## src/hdl/shio_pkg.sv

```systemverilog
// package: constants, register map and carrier types of the shared i/o port
package shio_pkg;

  // ----------------------------------------------------------------
  // sizes
  // ----------------------------------------------------------------
  localparam int PIN_W    = 16;   // pins of this port
  localparam int CN_W     = 21;   // change notice inputs
  localparam int RP_W     = 26;   // remappable pins
  localparam int SEL_W    = 5;    // selector field width
  localparam int NIN      = 8;    // remappable peripheral inputs
  localparam int IN_WORDS = 4;    // two selector fields per word
  localparam int OUT_WORDS = 13;
  localparam int NPO      = 32;   // peripheral output codes

  // ----------------------------------------------------------------
  // register offsets (byte addresses)
  // ----------------------------------------------------------------
  localparam logic [7:0] OFS_DIR      = 8'h00;
  localparam logic [7:0] OFS_LAT      = 8'h04;
  localparam logic [7:0] OFS_LEVEL    = 8'h08;
  localparam logic [7:0] OFS_ODC      = 8'h0c;
  localparam logic [7:0] OFS_ACFG     = 8'h10;
  localparam logic [7:0] OFS_CNEN_LO  = 8'h14;
  localparam logic [7:0] OFS_CNEN_HI  = 8'h18;
  localparam logic [7:0] OFS_CNPU_LO  = 8'h1c;
  localparam logic [7:0] OFS_CNPU_HI  = 8'h20;
  localparam logic [7:0] OFS_CN_STAT  = 8'h24;
  localparam logic [7:0] OFS_OSC      = 8'h28;
  localparam logic [7:0] OFS_IN_MAP   = 8'h40;
  localparam logic [7:0] OFS_OUT_MAP  = 8'h60;

  // ----------------------------------------------------------------
  // field positions and values
  // ----------------------------------------------------------------
  localparam logic [15:0] IMPL_MASK   = 16'h7fff;  // bit 15 absent on this variant
  localparam logic [15:0] ANALOG_MASK = 16'h003f;  // pins with an analog function
  localparam logic [15:0] DIR_RST     = IMPL_MASK;
  localparam logic [15:0] ACFG_RST    = 16'h0000;
  localparam int          CN_LO_W     = 16;
  localparam int          CN_HI_W     = CN_W - CN_LO_W;
  localparam int          LOCK_BIT    = 6;
  localparam int          FLD1_POS    = 8;        // second field of a map word
  localparam logic [7:0]  UNLOCK_KEY1 = 8'h46;
  localparam logic [7:0]  UNLOCK_KEY2 = 8'h57;
  localparam logic [4:0]  OUT_NULL    = 5'h00;
  localparam logic        LOCK_RST    = 1'b0;

  // ----------------------------------------------------------------
  // types
  // ----------------------------------------------------------------
  typedef enum logic [2:0] {
    SHIO_UNL_IDLE = 3'b001,
    SHIO_UNL_KEY1 = 3'b010,
    SHIO_UNL_OPEN = 3'b100
  } shio_unl_t;

  typedef struct packed {
    logic        read;
    logic        write;
    logic [7:0]  address;
    logic [31:0] writedata;
    logic [3:0]  byteenable;
  } shio_av_req_t;

  typedef struct packed {
    logic        waitrequest;
    logic [31:0] readdata;
  } shio_av_rsp_t;

  typedef struct packed {
    logic [PIN_W-1:0] en;     // peripheral enabled
    logic [PIN_W-1:0] drive;  // peripheral actively driving
    logic [PIN_W-1:0] dout;   // peripheral output level
  } shio_periph_t;

  typedef struct packed {
    logic [PIN_W-1:0] out;
    logic [PIN_W-1:0] oe;
  } shio_pad_t;

  function automatic logic [31:0] shio_merge(input logic [31:0] old, input logic [31:0] wd,
                                             input logic [3:0] be);
    logic [31:0] r;
    r = old;
    for (int b = 0; b < 4; b++) begin
      if (be[b]) begin
        r[b*8 +: 8] = wd[b*8 +: 8];
      end
    end
    return r;
  endfunction : shio_merge

endpackage : shio_pkg

```

## src/hdl/shio_sync.sv

```systemverilog
// two-flop synchroniser for a vector of pad inputs
`timescale 1ns/1ps
`default_nettype none

module shio_sync #(
  parameter int W = 1
) (
  input  wire logic         clk_i,   // clock
  input  wire logic         rst_n_i, // synchronised reset, active low
  input  wire logic         ce_i,    // clock enable
  input  wire logic [W-1:0] d_i,     // asynchronous input
  output logic      [W-1:0] q_o      // synchronised output
);

  typedef struct packed {
    logic [W-1:0] s1;
    logic [W-1:0] s2;
  } shio_sync_t;

  shio_sync_t st_reg;
  shio_sync_t st_next;

  always_comb begin
    st_next    = st_reg;
    st_next.s1 = d_i;
    st_next.s2 = st_reg.s1;
  end

  always_ff @(posedge clk_i or negedge rst_n_i) begin
    if (!rst_n_i) begin
      st_reg <= '0;
    end else if (ce_i) begin
      st_reg <= st_next;
    end
  end

  assign q_o = st_reg.s2;

endmodule : shio_sync

`default_nettype wire

```

## src/hdl/shio_port.sv

```systemverilog
// shared i/o port with pin remapping and change notification
//
// Implementation choices: the register offsets and register access over Avalon-MM.
`timescale 1ns/1ps
`default_nettype none

module shio_port (
  input  wire logic                          clk_i,          // 20 mhz clock
  input  wire logic                          rst_n_i,        // async reset, active low
  input  wire logic                          ce_i,           // clock enable
  input  wire shio_pkg::shio_av_req_t        av_req_i,       // avalon request
  output shio_pkg::shio_av_rsp_t             av_rsp_o,       // avalon answer
  input  wire logic [shio_pkg::PIN_W-1:0]    pin_in_i,       // pad levels
  output shio_pkg::shio_pad_t                pad_o,          // pad drive and enable
  input  wire shio_pkg::shio_periph_t        periph_i,       // shared peripheral controls
  output logic      [shio_pkg::PIN_W-1:0]    periph_din_o,   // pin level to peripherals
  output logic      [shio_pkg::PIN_W-1:0]    analog_sel_o,   // 1 = pin in analog mode
  input  wire logic [shio_pkg::CN_W-1:0]     cn_pin_i,       // change notice inputs
  output logic      [shio_pkg::CN_W-1:0]     cn_pullup_o,    // weak pull-up enables
  output logic                               cn_irq_o,       // change notice request
  input  wire logic [shio_pkg::RP_W-1:0]     rp_in_i,        // remappable pad levels
  output logic      [shio_pkg::NIN-1:0]      rp_periph_in_o, // remapped peripheral inputs
  input  wire logic [shio_pkg::NPO-1:0]      rp_src_i,       // peripheral outputs by code
  output logic      [shio_pkg::RP_W-1:0]     rp_out_o,       // remapped pin level
  output logic      [shio_pkg::RP_W-1:0]     rp_taken_o,     // pin held by a peripheral
  output logic                               map_lock_o      // remap write lock state
);
  import shio_pkg::*;

  // ----------------------------------------------------------------
  // reset release
  // ----------------------------------------------------------------
  logic [1:0] rst_sync_reg;
  logic       rst_n;

  always_ff @(posedge clk_i or negedge rst_n_i) begin
    if (!rst_n_i) begin
      rst_sync_reg <= 2'b00;
    end else begin
      rst_sync_reg <= {rst_sync_reg[0], 1'b1};
    end
  end

  // assertion acts at once; release is timed to this clock so no flop sees it mid-edge
  assign rst_n = rst_sync_reg[1];

  // ----------------------------------------------------------------
  // pad input synchronisers
  // ----------------------------------------------------------------
  // pin samples trail the pads by two edges; every read and compare sees that lag
  localparam int SYNC_W = PIN_W + CN_W + RP_W;

  logic [SYNC_W-1:0] sync_q;
  logic [PIN_W-1:0]  pin_s;
  logic [CN_W-1:0]   cn_s;
  logic [RP_W-1:0]   rp_s;

  shio_sync #(
    .W (SYNC_W)
  ) u_sync (
    .clk_i   (clk_i),
    .rst_n_i (rst_n),
    .ce_i    (ce_i),
    .d_i     ({rp_in_i, cn_pin_i, pin_in_i}),
    .q_o     (sync_q)
  );

  assign pin_s = sync_q[PIN_W-1:0];
  assign cn_s  = sync_q[PIN_W +: CN_W];
  assign rp_s  = sync_q[PIN_W+CN_W +: RP_W];

  // ----------------------------------------------------------------
  // state
  // ----------------------------------------------------------------
  typedef struct packed {
    logic [PIN_W-1:0]                dir;
    logic [PIN_W-1:0]                lat;
    logic [PIN_W-1:0]                odc;
    logic [PIN_W-1:0]                acfg;
    logic [CN_W-1:0]                 cn_en;
    logic [CN_W-1:0]                 cn_pu;
    logic [CN_W-1:0]                 cn_flag;
    logic [CN_W-1:0]                 cn_prev;
    logic                            cn_primed;
    logic [NIN-1:0][SEL_W-1:0]       in_map;
    logic [RP_W-1:0][SEL_W-1:0]      out_map;
    logic                            lock;
    shio_unl_t                       unl;
    logic                            ack;
    logic [31:0]                     rdata;
  } shio_state_t;

  shio_state_t st_reg;
  shio_state_t st_next;

  logic [PIN_W-1:0] level_rd;
  logic [CN_W-1:0]  cn_chg;
  logic             bus_acc;
  logic [PIN_W-1:0] analog_mode;

  // ----------------------------------------------------------------
  // bus handshake
  // ----------------------------------------------------------------
  // every access gets one wait state so read data always leaves a flop
  assign bus_acc = av_req_i.read | av_req_i.write;

  // ----------------------------------------------------------------
  // analog mode and pin level read
  // ----------------------------------------------------------------
  // a clear configuration bit means analog; only pins with an analog function follow it
  assign analog_mode = ANALOG_MASK & ~st_reg.acfg;

  // unimplemented and analog pins read low; sampling adds latency, hence the cycle gap
  assign level_rd = pin_s & IMPL_MASK & ~analog_mode;

  // ----------------------------------------------------------------
  // map register address decode
  // ----------------------------------------------------------------
  // one hit bit per map word keeps the read and the write decode identical
  logic [IN_WORDS-1:0]  in_hit;
  logic [OUT_WORDS-1:0] out_hit;

  for (genvar j = 0; j < IN_WORDS; j++) begin : g_in_hit
    assign in_hit[j] = (av_req_i.address == 8'(OFS_IN_MAP + 8'(j * 4)));
  end

  for (genvar j = 0; j < OUT_WORDS; j++) begin : g_out_hit
    assign out_hit[j] = (av_req_i.address == 8'(OFS_OUT_MAP + 8'(j * 4)));
  end

  // ----------------------------------------------------------------
  // change notice compare, one lane per input
  // ----------------------------------------------------------------
  // the first sample only primes the compare, so leaving reset is not an event
  for (genvar c = 0; c < CN_W; c++) begin : g_cn
    logic moved;
    assign moved     = cn_s[c] ^ st_reg.cn_prev[c];
    assign cn_chg[c] = moved & st_reg.cn_en[c] & st_reg.cn_primed;
  end

  // ----------------------------------------------------------------
  // next state
  // ----------------------------------------------------------------
  always_comb begin
    logic        acc;
    logic        do_wr;
    logic [31:0] rd;
    logic [31:0] wm;
    logic [CN_W-1:0] clr;
    st_next = st_reg;
    acc     = bus_acc;
    do_wr   = av_req_i.write & st_reg.ack;
    rd      = '0;
    wm      = '0;
    clr     = '0;

    // read decode; unmapped offsets read zero
    unique case (av_req_i.address)
      OFS_DIR:     rd[PIN_W-1:0] = st_reg.dir & IMPL_MASK;
      OFS_LAT:     rd[PIN_W-1:0] = st_reg.lat & IMPL_MASK;
      OFS_LEVEL:   rd[PIN_W-1:0] = level_rd;
      OFS_ODC:     rd[PIN_W-1:0] = st_reg.odc;
      OFS_ACFG:    rd[PIN_W-1:0] = st_reg.acfg;
      OFS_CNEN_LO: rd[CN_LO_W-1:0] = st_reg.cn_en[CN_LO_W-1:0];
      OFS_CNEN_HI: rd[CN_HI_W-1:0] = st_reg.cn_en[CN_W-1:CN_LO_W];
      OFS_CNPU_LO: rd[CN_LO_W-1:0] = st_reg.cn_pu[CN_LO_W-1:0];
      OFS_CNPU_HI: rd[CN_HI_W-1:0] = st_reg.cn_pu[CN_W-1:CN_LO_W];
      OFS_CN_STAT: rd[CN_W-1:0] = st_reg.cn_flag;
      OFS_OSC:     rd[LOCK_BIT] = st_reg.lock;
      default: begin
        for (int j = 0; j < IN_WORDS; j++) begin
          if (in_hit[j]) begin
            rd[SEL_W-1:0]            = st_reg.in_map[2*j];
            rd[FLD1_POS +: SEL_W]    = st_reg.in_map[2*j+1];
          end
        end
        for (int j = 0; j < OUT_WORDS; j++) begin
          if (out_hit[j]) begin
            rd[SEL_W-1:0]            = st_reg.out_map[2*j];
            rd[FLD1_POS +: SEL_W]    = st_reg.out_map[2*j+1];
          end
        end
      end
    endcase

    // one wait state: data is captured now and presented with waitrequest low
    st_next.ack = acc & ~st_reg.ack;
    if (acc && !st_reg.ack) begin
      st_next.rdata = rd;
    end

    wm = shio_merge(rd, av_req_i.writedata, av_req_i.byteenable);
    if (do_wr) begin
      unique case (av_req_i.address)
        OFS_DIR:     st_next.dir = wm[PIN_W-1:0] & IMPL_MASK;
        OFS_LAT:     st_next.lat = wm[PIN_W-1:0] & IMPL_MASK;
        OFS_LEVEL: begin
          // merge into the latch, not into the sampled pins that the read path shows
          wm          = shio_merge({16'h0000, st_reg.lat}, av_req_i.writedata, av_req_i.byteenable);
          st_next.lat = wm[PIN_W-1:0] & IMPL_MASK;
        end
        OFS_ODC:     st_next.odc = wm[PIN_W-1:0] & IMPL_MASK;
        OFS_ACFG:    st_next.acfg = wm[PIN_W-1:0];
        OFS_CNEN_LO: st_next.cn_en[CN_LO_W-1:0] = wm[CN_LO_W-1:0];
        OFS_CNEN_HI: st_next.cn_en[CN_W-1:CN_LO_W] = wm[CN_HI_W-1:0];
        OFS_CNPU_LO: st_next.cn_pu[CN_LO_W-1:0] = wm[CN_LO_W-1:0];
        OFS_CNPU_HI: st_next.cn_pu[CN_W-1:CN_LO_W] = wm[CN_HI_W-1:0];
        OFS_CN_STAT: begin
          // write one to clear; the clear acts on every lane, enabled or not
          wm  = shio_merge(32'h0000_0000, av_req_i.writedata, av_req_i.byteenable);
          clr = wm[CN_W-1:0];
        end
        OFS_OSC: begin
          // lock bit moves only on the write that follows both keys
          if (!av_req_i.byteenable[0]) begin
            st_next.unl = SHIO_UNL_IDLE;
          end else begin
            unique case (st_reg.unl)
              SHIO_UNL_OPEN: begin
                st_next.lock = av_req_i.writedata[LOCK_BIT];
                st_next.unl  = SHIO_UNL_IDLE;
              end
              SHIO_UNL_KEY1: begin
                st_next.unl = (av_req_i.writedata[7:0] == UNLOCK_KEY2) ? SHIO_UNL_OPEN :
                              (av_req_i.writedata[7:0] == UNLOCK_KEY1) ? SHIO_UNL_KEY1 :
                              SHIO_UNL_IDLE;
              end
              SHIO_UNL_IDLE: begin
                st_next.unl = (av_req_i.writedata[7:0] == UNLOCK_KEY1) ? SHIO_UNL_KEY1 :
                              SHIO_UNL_IDLE;
              end
              default: st_next.unl = SHIO_UNL_IDLE;
            endcase
          end
        end
        default: begin
          // map registers silently keep their value while locked
          if (!st_reg.lock) begin
            for (int j = 0; j < IN_WORDS; j++) begin
              if (in_hit[j]) begin
                st_next.in_map[2*j]   = wm[SEL_W-1:0];
                st_next.in_map[2*j+1] = wm[FLD1_POS +: SEL_W];
              end
            end
            for (int j = 0; j < OUT_WORDS; j++) begin
              if (out_hit[j]) begin
                st_next.out_map[2*j]   = wm[SEL_W-1:0];
                st_next.out_map[2*j+1] = wm[FLD1_POS +: SEL_W];
              end
            end
          end
        end
      endcase
    end

    // change notice: a change in the cycle of a clear keeps its flag
    st_next.cn_prev   = cn_s;
    st_next.cn_primed = 1'b1;
    st_next.cn_flag   = (st_reg.cn_flag & ~clr) | cn_chg;
  end

  // ----------------------------------------------------------------
  // registers
  // ----------------------------------------------------------------
  always_ff @(posedge clk_i or negedge rst_n) begin
    if (!rst_n) begin
      st_reg         <= '0;
      st_reg.dir     <= DIR_RST;
      st_reg.acfg    <= ACFG_RST;
      st_reg.lock    <= LOCK_RST;
      st_reg.unl     <= SHIO_UNL_IDLE;
    end else if (ce_i) begin
      st_reg <= st_next;
    end
  end

  // ----------------------------------------------------------------
  // pin ownership and pad drive
  // ----------------------------------------------------------------
  for (genvar i = 0; i < PIN_W; i++) begin : g_pin
    logic owned;
    logic port_drv;
    logic data;
    logic drv;
    assign owned    = periph_i.en[i] & periph_i.drive[i];
    assign port_drv = ~st_reg.dir[i] & ~owned;
    assign data     = owned ? periph_i.dout[i] : st_reg.lat[i];
    assign drv      = (owned | port_drv) & IMPL_MASK[i];
    // open drain: pull low only, release for a high level
    assign pad_o.out[i] = data & ~st_reg.odc[i];
    assign pad_o.oe[i]  = drv & ~(st_reg.odc[i] & data);
    // peripheral never sees the port's own output
    assign periph_din_o[i] = pin_s[i] & ~port_drv;
  end

  // ----------------------------------------------------------------
  // remap: inputs by peripheral, outputs by pin
  // ----------------------------------------------------------------
  for (genvar k = 0; k < NIN; k++) begin : g_in_map
    // direction is left alone: a mapped input pin needs its direction bit set
    // out-of-range selector routes a low level
    assign rp_periph_in_o[k] = (int'(st_reg.in_map[k]) < RP_W) ?
                               rp_s[st_reg.in_map[k]] : 1'b0;
  end

  for (genvar n = 0; n < RP_W; n++) begin : g_out_map
    assign rp_taken_o[n] = (st_reg.out_map[n] != OUT_NULL);
    assign rp_out_o[n]   = rp_taken_o[n] & rp_src_i[st_reg.out_map[n]];
  end

  // ----------------------------------------------------------------
  // outputs
  // ----------------------------------------------------------------
  assign av_rsp_o.waitrequest = bus_acc & ~st_reg.ack;
  assign av_rsp_o.readdata    = st_reg.rdata;
  assign analog_sel_o         = analog_mode;
  assign cn_pullup_o          = st_reg.cn_pu;
  assign cn_irq_o             = |st_reg.cn_flag;
  assign map_lock_o           = st_reg.lock;

endmodule : shio_port

`default_nettype wire

```

## config.mk

```make
export PLATFORM = sky130hd
export DESIGN_NAME = shio_port
export DESIGN_NICKNAME = d
export VERILOG_FILES = /design/src/hdl/shio_pkg.sv /design/src/hdl/shio_sync.sv /design/src/hdl/shio_port.sv
export SDC_FILE = /design/constraint.sdc
export NUM_CORES = 1
export LEC_CHECK = 0
export BUFFER_PORTS_ARGS = -buffer_cell sky130_fd_sc_hd__buf_4
export CAP_MARGIN = 0
export CORE_AREA = 10 10 180 350
export CTS_BUF_LIST = sky130_fd_sc_hd__clkbuf_8 sky130_fd_sc_hd__clkbuf_16
export CTS_CLUSTER_SIZE = 14
export DETAILED_ROUTE_END_ITERATION = 10
export DIE_AREA = 0 0 190 360
export GPL_TIMING_DRIVEN = 0
export MAX_ROUTING_LAYER = met4
export PLACE_DENSITY = 0.75
export SYNTH_ARGS = -nofsm -noshare
export SYNTH_HDL_FRONTEND = slang
export SYNTH_SLANG_ARGS = --single-unit
```

## constraint.sdc

```tcl
create_clock -name clk_i -period 39.7 [get_ports clk_i]
set_clock_uncertainty 0.2 [all_clocks]
set_input_delay 11.91 -clock clk_i [delete_from_list [all_inputs] [get_ports clk_i]]
set_output_delay 11.91 -clock clk_i [all_outputs]
set_load 0.05 [all_outputs]
```

# == Word level (Yosys, flattened, before mapping) ==
# Index checks and enable logic that the tools add are counted.
# totals
register_bits,471
inputBits,192
output_inout_bits,180
elab_cells,623
# classes
n_lt_le_gt_ge,42
n_eq_ne,34
mux,147
n_bitwise,283
reduce_logical,63
# op_table
operator,count
5-bit by 6-bit < comparator with 1-bit output (second input constant),34
5-bit 2-to-1 mux,36
1-bit binary-select mux with 5-bit select,34
1-bit AND,162
5-bit nonzero test,26
8-bit by 7-bit equality test with 1-bit output (second input constant),14
5-bit AND reduction,18
1-bit inverter,78
1-bit 2-to-1 mux,58
5-bit one-hot mux with 11 select lines,1
5-bit one-hot mux with 9 select lines,1
21-bit 2-to-1 mux,2
8-bit equality test (second input constant),5
5-bit < comparator (second input constant),8
8-bit 2-to-1 mux,5
8-bit by 5-bit equality test with 1-bit output (second input constant),4
16-bit one-hot mux with 2 select lines,1
3-bit AND reduction,9
8-bit by 6-bit equality test with 1-bit output (second input constant),3
3-bit one-hot mux with 8 select lines,1
21-bit AND,1
21-bit inverter,1
21-bit OR,1
21-bit OR reduction,1
25 further kinds,65

# == Longest topological paths before layout ==
# logic_depth
word_depth,21
mapped_depth,13
ltp_nobuf,7

# == By module ==
# From an unflattened synthesis, not the netlist that was laid out.
# hier_totals
hier_cells,2816
hier_area_um2,32104.5
# modules_own_cells
module,n_inst,cells_per_inst,area_per_inst_um2,seq_area_each_um2
shio_port,1,2550,27274.9,8628.3
shio_sync,1,266,4829.6,3153.0

# == Worst setup path after synthesis ==
# Ideal clock, no wire load.
# synth_path
kind,input to output
startpoint,input port rp_src_i[25] (netlist name)
endpoint,output port rp_out_o[3] (netlist name)
t_arrival_ps,13422
required_ps,27590
setup_slack_ps,14168
stages,5
path_buffers,1
path_cell_list,clkbuf_1 -> mux4_2 -> mux4_2 -> mux2i_1 -> a21oi_1
# synth_via
elab_chain_cells,3
# synth_rtl
item,line_no,text
"start, declared",shio_port.sv:23,"input wire logic [shio_pkg::NPO-1:0] rp_src_i,"
1-bit binary-select mux with 5-bit select,shio_port.sv:308,assign rp_out_o[n] = rp_taken_o[n] & rp_src_i[st_reg.out_map[n]];
1-bit 2-to-1 mux (implied by the code),shio_port.sv:308,
1-bit AND,shio_port.sv:308,
"end, declared",shio_port.sv:24,"output logic [shio_pkg::RP_W-1:0] rp_out_o,"
# No other way between the ends. The select of a mux whose other input is x is not followed.

# == Final worst setup path ==
# layout_path
startpoint,input port rp_src_i[30] (netlist name)
endpoint,output port rp_out_o[15] (netlist name)
# Same word-level chain as after synthesis.

==> qor.txt <==
Status: completed
Number of flops mapped to enable cells by yosys: 0
FFs w/ async S/R, synth: 100%
CTS tree: built
Layout area overhead: 15.9%
GPL Wtd Cong: 1.07
Worst path arrival time: 14.02 ns
Post-CTS sizing: 0
Placed cells: 3861
Initial DRC Count: 3600
Cell at the slowest stage of the critical path: clkbuf_1
Critical Path Fanout Max: 10
Die X: 190 um
Sink Count: 470
Max Fclk: 38.3 MHz
CORE AREA: 57200 um2
Slew margin rel.: 1.10%
Part of the cycle the worst path needs: 65.8%
P_int: 801 uW
Final setup viols: 0
Family with the most delay on the worst path: buffers and inverters
Switching portion of total power: 31.0%
GRT Overall Usage: 41.2%
Design area: 36100 um2
CTS root buffer: clkbuf_16
Fin crit period: 26.13 ns
PortBufs: 334
Post-DP HPWL: 108000 um
Yosys reg bits: 470
Overflow after GRT: 0
LEAKAGE: 14.5 nW
Least-Margin Pin Slew: 1.48 ns
Vias in the first global route: 29100
Fin. Hold Viols: 0
Drt pass-1 iters: 6
Register Area: 11800 um2
Crit path kind: in -> out
Warnings, synthesis: 0
Vias per cell: 7.01
Top FF cell, synth: dfrtp_1
Clk slew on worst S/H paths: 0.06 ns
Area used by multi-input combinational logic: 17600 um2
Antenna viol nets, final: 0
Post-Synthesis Cells: 2741
Logic gate share of total power: 21.0%
Final wirelength: 137000 um
Fillers: 4459
Post-CTS setup buffers: 0
Startpoint Class: input pin
Psw: 361 uW
# DRC: 0
Mapped Avg Cell Area: 11.4 um2
Rows: 124
Clock power frac: 32.8%
Pwr dens: 32.2 nW/um2
Post-DR wirelength/cell: 35.0 um
CTS H-Tree Depth: 2
Layout Nets: 3340
WP buf/inv: 3
Initial antenna violation count: 2
Final core occ: 63.0%
Synth Cell Area: 31100 um2
Largest register FFs: 299
Flop pwr share: 46.2%
Largest net degree at the start of global routing: 75
Worst-Skew Late Latency: 0.59 ns
First-pass GRT wire length: 199000 um
Cts hold-fix bufs: 0
MaxCap Viol Count: 0
IO Count: 372
Die ar.: 68400 um2
Worst-path cell chain: buf_4 -> clkbuf_1 -> mux4_2 -> mux4_2 -> mux2i_1 -> a21oi_1 -> buf_4
Max Slew Vio Count: 0
Sequential-to-total area share from yosys stat: 37.9%
Die height: 360 um
Initial Utilization: 54.4%
Post-DP Area: 34900 um2
Worst setup EP type: output port
RSZ-0062 raised after global routing: no
Distinct cells, synth: 93
Fin cells: 3926
Hold Crit Class: reg -> async
Max incr delay on CP: 0.47 ns
Total vias in the final route: 27500
WP data required: 27.59 ns
Share of cells above drive strength 1: 34.6%
Setup TNS: 0 ns
Longest Clk Path Bufs: 3
VDD IR max: 0.0475 mV
Num CTS Buffers: 41
synthesized netlist by cell type (5+ instances only):
| library cell | instances | area (um2) |
|---|---|---|
| a31oi_1 | 11 | 68.8 |
| nor2b_1 | 40 | 250 |
| o21ai_0 | 146 | 731 |
| a22o_1 | 12 | 105 |
| inv_1 | 20 | 75.1 |
| nand3_1 | 33 | 165 |
| a21oi_1 | 94 | 470 |
| o221ai_1 | 6 | 52.6 |
| dfrtp_1 | 454 | 11400 |
| mux2_2 | 193 | 2170 |
| mux4_2 | 324 | 7300 |
| o22ai_1 | 22 | 138 |
| buf_2 | 35 | 175 |
| a221oi_1 | 5 | 43.8 |
| o21ai_1 | 147 | 736 |
| buf_4 | 83 | 623 |
| a211oi_1 | 9 | 67.6 |
| a2bb2oi_1 | 5 | 43.8 |
| a32oi_1 | 7 | 61.3 |
| and2_1 | 6 | 37.5 |
| mux2i_1 | 91 | 911 |
| o211ai_1 | 9 | 67.6 |
| buf_6 | 11 | 124 |
| a22oi_1 | 39 | 293 |
| nor3_1 | 49 | 245 |
| and3_1 | 13 | 81.3 |
| a32o_1 | 22 | 220 |
| a2111oi_0 | 8 | 70.1 |
| nor4b_1 | 5 | 43.8 |
| nand2b_1 | 7 | 43.8 |
| dfstp_2 | 16 | 420 |
| nor2_1 | 82 | 308 |
| xor2_1 | 21 | 184 |
| nand2_1 | 370 | 1390 |
| nor4_1 | 10 | 62.6 |
| o21bai_1 | 5 | 37.5 |
| or3_1 | 5 | 31.3 |
| clkbuf_1 | 214 | 803 |
worst paths after layout:
kind / end / from / depth (start not counted) / slack (ns)
min in group clk_i: rst_sync_reg[1]$_DFF_PN0_ / rst_sync_reg[0]$_DFF_PN0_ / 0 / 0.15
max in group asynchronous: rst_sync_reg[1]$_DFF_PN0_ / rst_n_i / 1 / 28.30
worst min-delay path: u_sync.q_o[52]$_DFFE_PN0P_ / rst_sync_reg[1]$_DFF_PN0_ / 0 / 0.01
worst max register to register: st_reg[42]$_DFFE_PN0P_ / st_reg[172]$_DFFE_PN0P_ / 8 / 35.04
worst min register to register: u_sync.q_o[52]$_DFFE_PN0P_ / rst_sync_reg[1]$_DFF_PN0_ / 0 / 0.01
worst max-delay path: rp_out_o[15] / rp_src_i[30] / 7 / 13.57
cells by family (layout without fill, tap and decap cells):
family	after synthesis	count (layout)	synth area share, %
compound gates	597	597	12.0
xor+xnor	21	21	0.591
buf+inv	368	774	5.85
flops	470	470	37.9
mux	613	613	33.6
other cells	2	25	0.0241
simple gates	670	670	10.1
cell type report:
type	count	area share [%]
Multi-Input combinational cell	1924	48.8
Sequential cell	470	32.7
Timing Repair Buffer	343	7.53
Buffer	347	4.83
Clock buffer	42	2.88
Tap cell	756	2.62
Clock inverter	21	0.371
Inverter	21	0.219
Antenna cell	2	0.0139
power by group through the flow:
stage                     clock [mW]  combinational (mW)  sequential (mW)
after floorplan                    0               0.148            0.536
after global placement             0               0.221            0.551
after detailed placement           0               0.238            0.544
after CTS                      0.381               0.239            0.535
after global routing           0.398               0.253            0.539
final                          0.381               0.244            0.537
cell usage in the layout, fill, tap and decap left out, types with 6 or more instances in the layout:
cell	Yosys	routed
buf_2	35	35
clkbuf_16	0	41
a2111oi_0	8	8
a31oi_1	11	11
nor3_1	49	48
nor2_1	82	82
xor2_1	21	21
o21ai_0	146	146
inv_1	20	34
mux4_2	324	324
dfrtp_1	454	453
a22oi_1	39	39
o221ai_1	6	6
o211ai_1	9	9
a22o_1	12	12
conb_1	2	23
nand2_1	370	370
buf_6	11	11
buf_16	0	7
dfstp_2	16	16
nor2b_1	40	40
buf_4	83	419
and3_1	13	13
nand2b_1	7	7
a32o_1	22	22
mux2_2	193	193
o21ai_1	147	147
a211oi_1	9	9
clkbuf_1	214	214
nand3_1	33	33
and2_1	6	6
a32oi_1	7	7
o22ai_1	22	22
nor4_1	10	10
a21oi_1	94	94
mux2i_1	91	91
routing by layer:
metal / part of all wire (%) / GRT usage, %
met1: 31 / 42.1
met2: 50 / 67.2
met3: 8.4 / 7.45
met4: 11 / 34.9
met5: 0 / -
stage by stage:
stage	hold WS (ns)	total power, mW	setup WS [ns]
final	0.0134	1.16	13.57
after global routing	0.0341	1.19	13.58
after CTS	0.0201	1.16	13.67
after detailed placement	0.0128	0.782	13.67
after global placement	0.143	0.771	13.69
after floorplan	0.131	0.684	14.17
(Power assumes the default switching activity.)
